<file path="src/logic/lcu_pkg.sv">
// Package of function codes, widths and test/form selectors for the ladder compare unit.
package lcu_pkg;
	localparam int unsigned WORD_W   = 16;
	localparam int unsigned FCODE_W  = 8;
	localparam int unsigned TABLE_AW = 8;

	localparam logic [7:0] FC_GT_LOAD    = 8'h3e; // 62
	localparam logic [7:0] FC_GT_SER     = 8'h3f; // 63
	localparam logic [7:0] FC_GT_PAR     = 8'h40; // 64
	localparam logic [7:0] FC_GE_LOAD    = 8'h41; // 65
	localparam logic [7:0] FC_GE_SER     = 8'h42; // 66
	localparam logic [7:0] FC_GE_PAR     = 8'h43; // 67
	localparam logic [7:0] FC_MASK_LOAD  = 8'h44; // 68
	localparam logic [7:0] FC_MASK_SER   = 8'h45; // 69
	localparam logic [7:0] FC_MASK_PAR   = 8'h46; // 70
	localparam logic [7:0] FC_RANGE_LOAD = 8'h47; // 71
	localparam logic [7:0] FC_RANGE_SER  = 8'h48; // 72
	localparam logic [7:0] FC_RANGE_PAR  = 8'h49; // 73
	localparam logic [7:0] FC_FIRST    = 8'h3e;
	localparam logic [7:0] FC_LAST     = 8'h49;

	localparam logic RUNG_RESET = 1'b0;
	localparam int unsigned TABLE_WORDS = 256;

	typedef enum logic [1:0] {LCU_OP_GT, LCU_OP_GE, LCU_OP_MASK, LCU_OP_RANGE} lcu_op_type;
	typedef enum logic [1:0] {LCU_FORM_LOAD, LCU_FORM_SER, LCU_FORM_PAR, LCU_FORM_BAD} lcu_form_type;

	// Signed magnitude compare used by both limit sides and by the greater tests.
	function automatic logic lcu_sge(input logic [15:0] a, input logic [15:0] b);
		lcu_sge = ($signed(a) >= $signed(b));
	endfunction : lcu_sge
endpackage : lcu_pkg

</file>
<file path="src/logic/lcu_if.sv">
// Interface joining the instruction sequencer to the compare unit.
`timescale 1ns/1ps
interface lcu_if;
	logic        instr_valid;
	logic [7:0]  fcode;
	logic [15:0] opnd_a;
	logic [15:0] opnd_b;
	logic [15:0] opnd_c;
	logic        rung_in;
	logic        res_valid;
	logic        rung_out;

	modport unit (input instr_valid, fcode, opnd_a, opnd_b, opnd_c, rung_in,
		output res_valid, rung_out);
	modport seq (output instr_valid, fcode, opnd_a, opnd_b, opnd_c, rung_in,
		input res_valid, rung_out);
endinterface : lcu_if

</file>
<file path="src/logic/lcu_unit.sv">
// Compare execution unit: decodes function codes, compares and merges into the rung.
//
// Overview of operation
// - greater-than true only when A exceeds B.
// - greater-or-equal true when A at least B.
// - compares treat words as signed 16-bit.
// - sequencer takes A from table word, or constant for limit test.
// - load starts rung; series ANDs result in.
// - parallel form ORs result into rung.
// - greater-than codes 62, 63, 64.
// - greater-or-equal codes 65, 66, 67.
// - masked-equal codes 68, 69, 70.
// - limit-test codes 71, 72, 73.
// - masked-equal true when unmasked bits match.
// - mask zero excludes bit, one includes.
// - mask may be table word or constant.
// - constant test value needs table-word limits.
// - table test value allows either limit source.
// - low at most high: inclusive inside true.
// - low above high: strictly between false.
//
// Operand use per test: A/B for the greater tests; source/mask/reference as A/B/C
// for masked-equal; test/low/high as A/B/C for the limit test.
`timescale 1ns/1ps
module lcu_unit
	import lcu_pkg::*;
(
	// Clock and reset
	input  wire logic ref_clk_i,
	input  wire logic rst_n_i,
	// Sequencer link
	lcu_if.unit       seq_if
);
	import lcu_pkg::*;

	// Link inputs under local names.
	logic         valid_w;
	logic [7:0]   fcode_w;
	logic         rung_in_w;

	// Decoded instruction fields.
	logic [7:0]   code_off;
	logic         code_ok;
	lcu_op_type   op_sel;
	lcu_form_type form_sel;
	logic         take_w;

	// Operand words as presented by the sequencer.
	logic [15:0]  a_w;
	logic [15:0]  b_w;
	logic [15:0]  c_w;

	// Comparison results, one per test, and the one the code selects.
	logic         gt_w;
	logic         ge_w;
	logic         mask_eq_w;
	logic         range_w;
	logic         cmp_w;

	// Rung and answer registers with their next values.
	logic         rung_q;
	logic         rung_d;
	logic         valid_q;
	logic         valid_d;

	// Offset of a code from the first supported one.
	function automatic logic [7:0] code_offset(
		input logic [7:0] code
	);
		code_offset = code - FC_FIRST;
	endfunction : code_offset

	// True only for codes this unit executes; anything else is left alone.
	function automatic logic code_known(
		input logic [7:0] code
	);
		code_known = (code >= FC_FIRST) && (code <= FC_LAST);
	endfunction : code_known

	// Each test owns three neighbouring codes, so the quotient picks the test.
	function automatic lcu_op_type op_of(
		input logic [7:0] off
	);
		op_of = lcu_op_type'(2'(off / 8'h03));
	endfunction : op_of

	// The remainder picks load, series or parallel within the test's three codes.
	function automatic lcu_form_type form_of(
		input logic [7:0] off
	);
		form_of = lcu_form_type'(2'(off % 8'h03));
	endfunction : form_of

	// Strict signed order, built on the shared at-least compare.
	function automatic logic strictly_above(
		input logic [15:0] a,
		input logic [15:0] b
	);
		strictly_above = !lcu_sge(b, a);
	endfunction : strictly_above

	// A cleared mask bit drops that position from the match.
	function automatic logic masked_match(
		input logic [15:0] src,
		input logic [15:0] mask,
		input logic [15:0] ref_word
	);
		masked_match = ((src ^ ref_word) & mask) == 16'h0000;
	endfunction : masked_match

	// With the limits swapped the window turns inside out, and the limits themselves stay true.
	function automatic logic range_check(
		input logic [15:0] test,
		input logic [15:0] low,
		input logic [15:0] high
	);
		logic above_low;
		logic below_high;
		above_low  = lcu_sge(test, low);
		below_high = lcu_sge(high, test);
		if (lcu_sge(high, low))
			range_check = above_low && below_high;
		else
			range_check = above_low || below_high;
	endfunction : range_check

	// Series and parallel forms fold the result into the rung handed in with the instruction.
	function automatic logic merge_rung(
		input lcu_form_type form,
		input logic         rung_prior,
		input logic         cmp,
		input logic         rung_held
	);
		unique case (form)
			LCU_FORM_LOAD: merge_rung = cmp;
			LCU_FORM_SER:  merge_rung = rung_prior & cmp;
			LCU_FORM_PAR:  merge_rung = rung_prior | cmp;
			default:       merge_rung = rung_held;
		endcase
	endfunction : merge_rung

	assign valid_w   = seq_if.instr_valid;
	assign fcode_w   = seq_if.fcode;
	assign rung_in_w = seq_if.rung_in;

	// An out-of-range code still yields some test and form; take_w keeps them harmless.
	assign code_off  = code_offset(fcode_w);
	assign code_ok   = code_known(fcode_w);
	assign op_sel    = op_of(code_off);
	assign form_sel  = form_of(code_off);
	assign take_w    = valid_w && code_ok;

	// Sources are already resolved to values, so constants and table words look alike here.
	assign a_w       = seq_if.opnd_a;
	assign b_w       = seq_if.opnd_b;
	assign c_w       = seq_if.opnd_c;

	assign gt_w      = strictly_above(a_w, b_w);
	assign ge_w      = lcu_sge(a_w, b_w);
	assign mask_eq_w = masked_match(a_w, b_w, c_w);
	assign range_w   = range_check(a_w, b_w, c_w);

	// Only the selected test reaches the rung.
	always_comb
	begin
		unique case (op_sel)
			LCU_OP_GT:    cmp_w = gt_w;
			LCU_OP_GE:    cmp_w = ge_w;
			LCU_OP_MASK:  cmp_w = mask_eq_w;
			LCU_OP_RANGE: cmp_w = range_w;
		endcase
	end

	// Unknown codes fall through with the rung held and no strobe.
	always_comb
	begin
		rung_d  = rung_q;
		valid_d = 1'b0;
		if (take_w)
		begin
			rung_d  = merge_rung(form_sel, rung_in_w, cmp_w, rung_q);
			valid_d = 1'b1;
		end
	end

	// Rung result register; reset leaves the rung false.
	always_ff @(posedge ref_clk_i)
	begin
		if (!rst_n_i)
			rung_q <= RUNG_RESET;
		else
			rung_q <= rung_d;
	end

	// Result strobe, exactly one clock after an accepted instruction.
	always_ff @(posedge ref_clk_i)
	begin
		if (!rst_n_i)
			valid_q <= 1'b0;
		else
			valid_q <= valid_d;
	end

	assign seq_if.rung_out  = rung_q;
	assign seq_if.res_valid = valid_q;
endmodule : lcu_unit

</file>
<file path="src/flat_wrapper.sv">
// flat-port wrapper written by rule: the top's interface ports become plain ports
module lcu_unit_flat import lcu_pkg::*;
  (ref_clk_i, rst_n_i, seq_if_instr_valid, seq_if_fcode, seq_if_opnd_a, seq_if_opnd_b, seq_if_opnd_c, seq_if_rung_in, seq_if_res_valid, seq_if_rung_out);
  lcu_if seq_if_i ();
  input  wire logic ref_clk_i;
  input  wire logic rst_n_i;
  input wire logic [$bits(seq_if_i.instr_valid)-1:0] seq_if_instr_valid;
  input wire logic [$bits(seq_if_i.fcode)-1:0] seq_if_fcode;
  input wire logic [$bits(seq_if_i.opnd_a)-1:0] seq_if_opnd_a;
  input wire logic [$bits(seq_if_i.opnd_b)-1:0] seq_if_opnd_b;
  input wire logic [$bits(seq_if_i.opnd_c)-1:0] seq_if_opnd_c;
  input wire logic [$bits(seq_if_i.rung_in)-1:0] seq_if_rung_in;
  output wire logic [$bits(seq_if_i.res_valid)-1:0] seq_if_res_valid;
  output wire logic [$bits(seq_if_i.rung_out)-1:0] seq_if_rung_out;
  assign seq_if_i.instr_valid = seq_if_instr_valid;
  assign seq_if_i.fcode = seq_if_fcode;
  assign seq_if_i.opnd_a = seq_if_opnd_a;
  assign seq_if_i.opnd_b = seq_if_opnd_b;
  assign seq_if_i.opnd_c = seq_if_opnd_c;
  assign seq_if_i.rung_in = seq_if_rung_in;
  assign seq_if_res_valid = seq_if_i.res_valid;
  assign seq_if_rung_out = seq_if_i.rung_out;
  lcu_unit u_core (.ref_clk_i(ref_clk_i), .rst_n_i(rst_n_i), .seq_if(seq_if_i));
endmodule
</file>
<file path="config.mk">
export PLATFORM = sky130hd
export DESIGN_NAME = lcu_unit_flat
export DESIGN_NICKNAME = d
export VERILOG_FILES = /design/src/logic/lcu_pkg.sv /design/src/logic/lcu_if.sv /design/src/logic/lcu_unit.sv /design/src/flat_wrapper.sv
export SDC_FILE = /design/constraint.sdc
export NUM_CORES = 1
export LEC_CHECK = 0
export BUFFER_PORTS_ARGS = -buffer_cell sky130_fd_sc_hd__buf_2
export CAP_MARGIN = 20
export CORE_MARGIN = 2
export CORE_UTILIZATION = 56
export CTS_BUF_LIST = sky130_fd_sc_hd__clkbuf_8
export DETAILED_ROUTE_END_ITERATION = 12
export PLACE_DENSITY = 0.84
export SLEW_MARGIN = 5
export SYNTH_ARGS = -nofsm -noshare
export SYNTH_HDL_FRONTEND = slang
export SYNTH_SLANG_ARGS = --single-unit
</file>
<file path="constraint.sdc">
create_clock -name ref_clk_i -period 8.3 [get_ports ref_clk_i]
set_input_delay 1.66 -clock ref_clk_i [delete_from_list [all_inputs] [get_ports ref_clk_i]]
set_output_delay 1.66 -clock ref_clk_i [all_outputs]
set_load 0.005 [all_outputs]
</file>
## After elaboration in Yosys (flattened, before gate mapping)

Index checks and enable logic that the tools add are counted.

- $add $sub $neg: 1
- $mul: 0
- Divide/modulo/power cells: 2
- $lt $le $gt $ge: 6
- Equality and inequality tests: 5
- Shifts and indexed selects: 0
- Mux-type cells: 4
- Bitwise operators: 4
- Reduce and logical (&&, ||, !) cells: 10

Operator list:

| cell | number |
|---|---|
| $ge 16x16->1 | 4 |
| $and 16x16->16 | 1 |
| $logic_not 16->1 | 1 |
| $xor 16x16->16 | 1 |
| $div 8x2->8 const B | 1 |
| $ge 8x6->1 const B | 1 |
| $le 8x7->1 const B | 1 |
| $mod 8x2->8 const B | 1 |
| $sub 8x6->8 const B | 1 |
| $eq 2x2->1 const B | 3 |
| $eq 2x1->1 const B | 2 |
| $logic_not 2->1 | 2 |
| $pmux 1 s4 | 1 |
| $logic_and 1x1->1 | 3 |
| $pmux 1 s3 | 1 |
| $reduce_bool 3->1 | 1 |
| $mux 1 | 2 |
| $reduce_and 2->1 | 1 |
| $and 1x1->1 | 1 |
| $logic_not 1->1 | 1 |
| $logic_or 1x1->1 | 1 |
| $or 1x1->1 | 1 |

- Bits in registers: 2
- Bits in latches: 0
- RAM bits: 0
- Memory bits (read-only): 0
- Bits of input ports: 60
- Output and inout bits: 2
- Logic and storage cells: 34
- Memories kept: 0

## Logic depth before layout (Yosys ltp)

- Depth in word-level cells: 6
- Mapped depth: 24
- Gate-level depth less buffers: 23

## Worst setup path after synthesis

OpenSTA, ideal clock, no wires.

- Path kind: input -> register
- Start point: input port seq_if_fcode[1]
- End point: register u_core.rung_q (netlist: u_core.seq_if.rung_out)
- Library setup time: 0.125 ns
- Arrival: 6.465 ns
- Required time: 8.175 ns
- Path slack: 1.710 ns
- Stages on the path: 24
- Path buffers: 1
- Cells stage by stage: ha_1 buf_2 a21oi_1 or4b_4 or3_4 a21oi_4 a2111oi_0 a21oi_1 mux2i_2 ha_1 a31oi_1 o2111ai_4 xnor2_1 ha_1 and4bb_1 o21ai_2 nor2_1 or2_1 a221o_1 ha_1 a2111oi_0 nor2_1 a31oi_1 o31ai_2

- Word-level cells in the longest chain between the ends: 6
- Elaborated cells on any way between the ends: 20
- Those cells by class: 1 x add/sub; 2 x div; 2 x order compare; 5 x eq/ne; 2 x mux; 2 x bitwise; 6 x reduce/logical

Ends and longest elaborated chain:

| element | line | text |
|---|---|---|
| start, declared | flat_wrapper.sv:8 | `input wire logic [$bits(seq_if_i.fcode)-1:0] seq_if_fcode;` |
| $sub 8x6->8 | lcu_unit.sv:70 | `code_offset = code - FC_FIRST;` |
| $div 8x2->8 | lcu_unit.sv:84 | `op_of = lcu_op_type'(2'(off / 8'h03));` |
| $eq 2x2->1 (tied with other cells) | lcu_unit.sv:166 | `unique case (op_sel)` |
| $pmux 1 s4 | lcu_unit.sv:166 |  |
| $or 1x1->1 / $and 1x1->1 (equally long branches) | lcu_unit.sv:137, lcu_unit.sv:136 |  |
| $pmux 1 s3 | lcu_unit.sv:134 | `unique case (form)` |
| end signal, assigned | lcu_unit.sv:192 | `rung_q <= rung_d;` |
| end, declared | lcu_unit.sv:61 | `logic rung_q;` |

Parallel ways exist; a longest one is shown, timed or not.
A chain may end at the register's enable or synchronous reset.

## Worst setup path in the final report

Same ends and word-level chain as after synthesis.

==> flow_metrics.tcl <==
set metrics [dict create \
    initial_core_util_pct 58.7 \
    grt_overflow 0 \
    coreArea_sq_mm 0.00406 \
    worst_slew_pin_slew_ns 0.801 \
    place.gp.congestion 0.949 \
    slew_violations 0 \
    power_leakage_nw 1.40 \
    cts_resized 0 \
    root_buffer "clkbuf_8" \
    multi_input_area_sq_mm 0.00213 \
    min_path_type "reg2reg" \
    hpwlAfterDp_microns 5540 \
    die_y_microns 69.2 \
    pwr_density_cell_mw_per_mm2 93.4 \
    worstPathArrival_ns 7.45 \
    status "finished, final reports clean" \
    synth.distinct_cells 69 \
    crit_path_start_kind "input port" \
    cpMostUsedCell "ha_1" \
    grt_usage_pct 27.1 \
    tns_ns 0 \
    ys_seq_area_share_pct 1.68 \
    antenna_cells 0 \
    synth_area_leader_cell "ha_1" \
    synthTopCellsByCount "ha_1, inv_1, nor2_1" \
    required_ns 8.39 \
    place_area_sq_mm 0.00269 \
    synth_ff_type "dfxtp_1" \
    syn_area_per_cell_sq_um 7.61 \
    ys_warn_count 0 \
    numPortBuffers 61 \
    clock-sinks 2 \
    post_drt_wl_per_cell_microns 15.4 \
    post-cts-setup-buffer-count 0 \
    yosysTopAreaCellShare_pct 30.0 \
    synth_nets 430 \
    die_area_sq_mm 0.00479 \
    rsz0062_at_grt "false" \
    via_per_inst 6.29 \
    setup_viol 0 \
    post-route-drc-count 0 \
    grt_pass1_vias 2539 \
    fin_crit_ns 7.35 \
    period_share_pct 88.6 \
    cts_hold_buf 0 \
    seq_area_sq_um 40.0 \
    synth_area_sq_mm 0.00238 \
    htreeDepth 1 \
    stdcell_area_sq_mm 0.00273 \
    dr.first_iter.drc_count 208 \
    antenna_found_initial 0 \
    slowest_delay_ns 0.62 \
    dr.pass1.iters 4 \
    die_w_microns 69.2 \
    worst-setup-path-type "in2reg" \
    cap_violations 0 \
    synth-async-reset-ratio_pct 0 \
    clk_pin_slew_worst_paths_ns 0.03 \
    ant_nets 0 \
    fin_skew_ns 0 \
    ir_drop_v 0.0000509 \
    grt_max_degree 15 \
    layout.filler_cells 341 \
    report.final.hold_viol_count 0 \
    synth.most_common_cell "ha_1" \
    ys_seq_elements 2 \
    crit_path_cell_trace "buf_2 -> ha_1 -> a21oi_1 -> or4b_4 -> or3_4 -> a21oi_4 -> a2111oi_0 -> a21oi_1 -> mux2i_2 -> ha_1 -> a31oi_1 -> o2111ai_4 -> xnor2_1 -> ha_1 -> and4bb_1 -> o21ai_2 -> nor2_1 -> or2_1 -> a221o_1 -> ha_1 -> a2111oi_0 -> nor2_1 -> a31oi_1 -> o31ai_2" \
    drive_gt1_share_pct 22.6 \
    clock_path_buffers 2 \
    grt_pass1_wl_microns 11100 \
    insertion_delay_ns 0.22 \
    relSlewSlack_pct 45.2 \
    vias 2631 \
    slowest_stage "a2111oi_0" \
    synth_area_leaders "ha_1, inv_1, a21o_1" \
    max_freq_ghz 0.136 \
    synth_edf_count 0 \
    layout.nets 487 \
    num_io_pins 62 \
    finalPower_uw 255 \
    synth_cells 313 \
    area_growth_pct 14.8 \
    core.rowCount 23 \
    tritoncts "built" \
    final_core_util_pct 67.3 \
    cp_max_fo 13 \
    wirelength_microns 6440 \
    cp-end-kind "flop" \
    cts_buffers 3 \
]
-- per-layer routing --
| metal | vias up | track usage (%) | wire [microns] |
|---|---|---|---|
| met5 | - | 0 | 0 |
| met4 | 0 | 12.2 | 295 |
| met3 | 30 | 3.05 | 304 |
| met2 | 96 | 50.9 | 3320 |
| met1 | 1203 | 30.4 | 2520 |
| li1 | 1302 | - | - |
-- critical path, delay by kind of cell --
| family | cells | cell delay (ns) |
|---|---|---|
| multiplexers | 1 | 0.14 |
| buffers and inverters | 1 | 0.23 |
| adder cells (fa/ha/maj) | 4 | 1.05 |
| AND/OR/NAND/NOR | 6 | 1.56 |
| AO/OA/AOI/OAI | 11 | 2.61 |
| XOR/XNOR | 1 | 0.18 |
-- worst paths after layout --
check	start	endpoint	slack, ns	depth (start not counted)
setup reg to reg	u_core.seq_if.rung_out	u_core.seq_if.rung_out	7.46	4
hold / removal	u_core.seq_if.rung_out	u_core.seq_if.rung_out	0.64	4
setup / recovery	seq_if_fcode[1]	u_core.seq_if.rung_out	0.95	24
hold reg to reg	u_core.seq_if.rung_out	u_core.seq_if.rung_out	0.64	4
-- metrics by stage --
| step | hold WS [ns] | worst slack, ns | std cells |
|---|---|---|---|
| finish | 0.641 | 0.947 | 418 |
| CTS | 0.634 | 0.990 | 418 |
| detailed placement | 0.586 | 0.874 | 415 |
| floorplan | 0.564 | 1.71 | 313 |
| global route | 0.715 | 0.398 | 418 |
| global placement | 0.561 | 1.07 | 415 |
-- sequential cells by signal, summed over array words and instances (netlist names) --
register	count
u_core.seq_if.rung_out	1
u_core.seq_if.res_valid	1
-- cell families after synthesis --
| group | synth area share (%) |
|---|---|
| adder cells (fa/ha/maj) | 30.4 |
| buffers and inverters | 8.72 |
| AO/OA/AOI/OAI | 31.1 |
| flip-flops | 1.68 |
| AND/OR/NAND/NOR | 22.0 |
| XOR/XNOR | 3.68 |
| multiplexers | 2.47 |
-- area by class of cell --
class | count | area share, %
sequential | 2 | 1.47
timing repair buffer | 61 | 11.2
clock buffer | 3 | 1.51
multi-input combinational | 262 | 78.1
inverter | 40 | 5.49
tap | 50 | 2.29
-- power breakdown --
group	total, mW	internal (mW)	switching, mW
Combinational	0.205	0.0925	0.113
Clock	0.0398	0.0308	0.00901
Sequential	0.00995	0.00987	0.0000834
Total	0.255	0.133	0.122
-- cell usage in the layout, fill, tap and decap left out, types with 2 or more instances in the layout --
| cell | count |
|---|---|
| and4_1 | 3 |
| xnor2_1 | 7 |
| and3_1 | 2 |
| a2111oi_0 | 5 |
| dfxtp_1 | 2 |
| nor2_1 | 20 |
| nand2_1 | 10 |
| nor3_1 | 3 |
| and4b_1 | 2 |
| a31oi_1 | 4 |
| o211ai_1 | 3 |
| a211o_1 | 3 |
| mux2i_1 | 2 |
| a21oi_1 | 14 |
| a41oi_1 | 3 |
| mux2i_2 | 2 |
| or2_2 | 2 |
| a211oi_1 | 6 |
| buf_2 | 61 |
| nand4_1 | 9 |
| o21a_1 | 5 |
| xor2_1 | 3 |
| a21o_1 | 12 |
| nor4_1 | 4 |
| inv_1 | 40 |
| and2_1 | 4 |
| clkbuf_8 | 3 |
| o22ai_1 | 9 |
| nor2b_1 | 7 |
| a221oi_1 | 2 |
| nand3_1 | 11 |
| o21ai_0 | 14 |
| ha_1 | 57 |
Power figures use the tool's default switching activity.
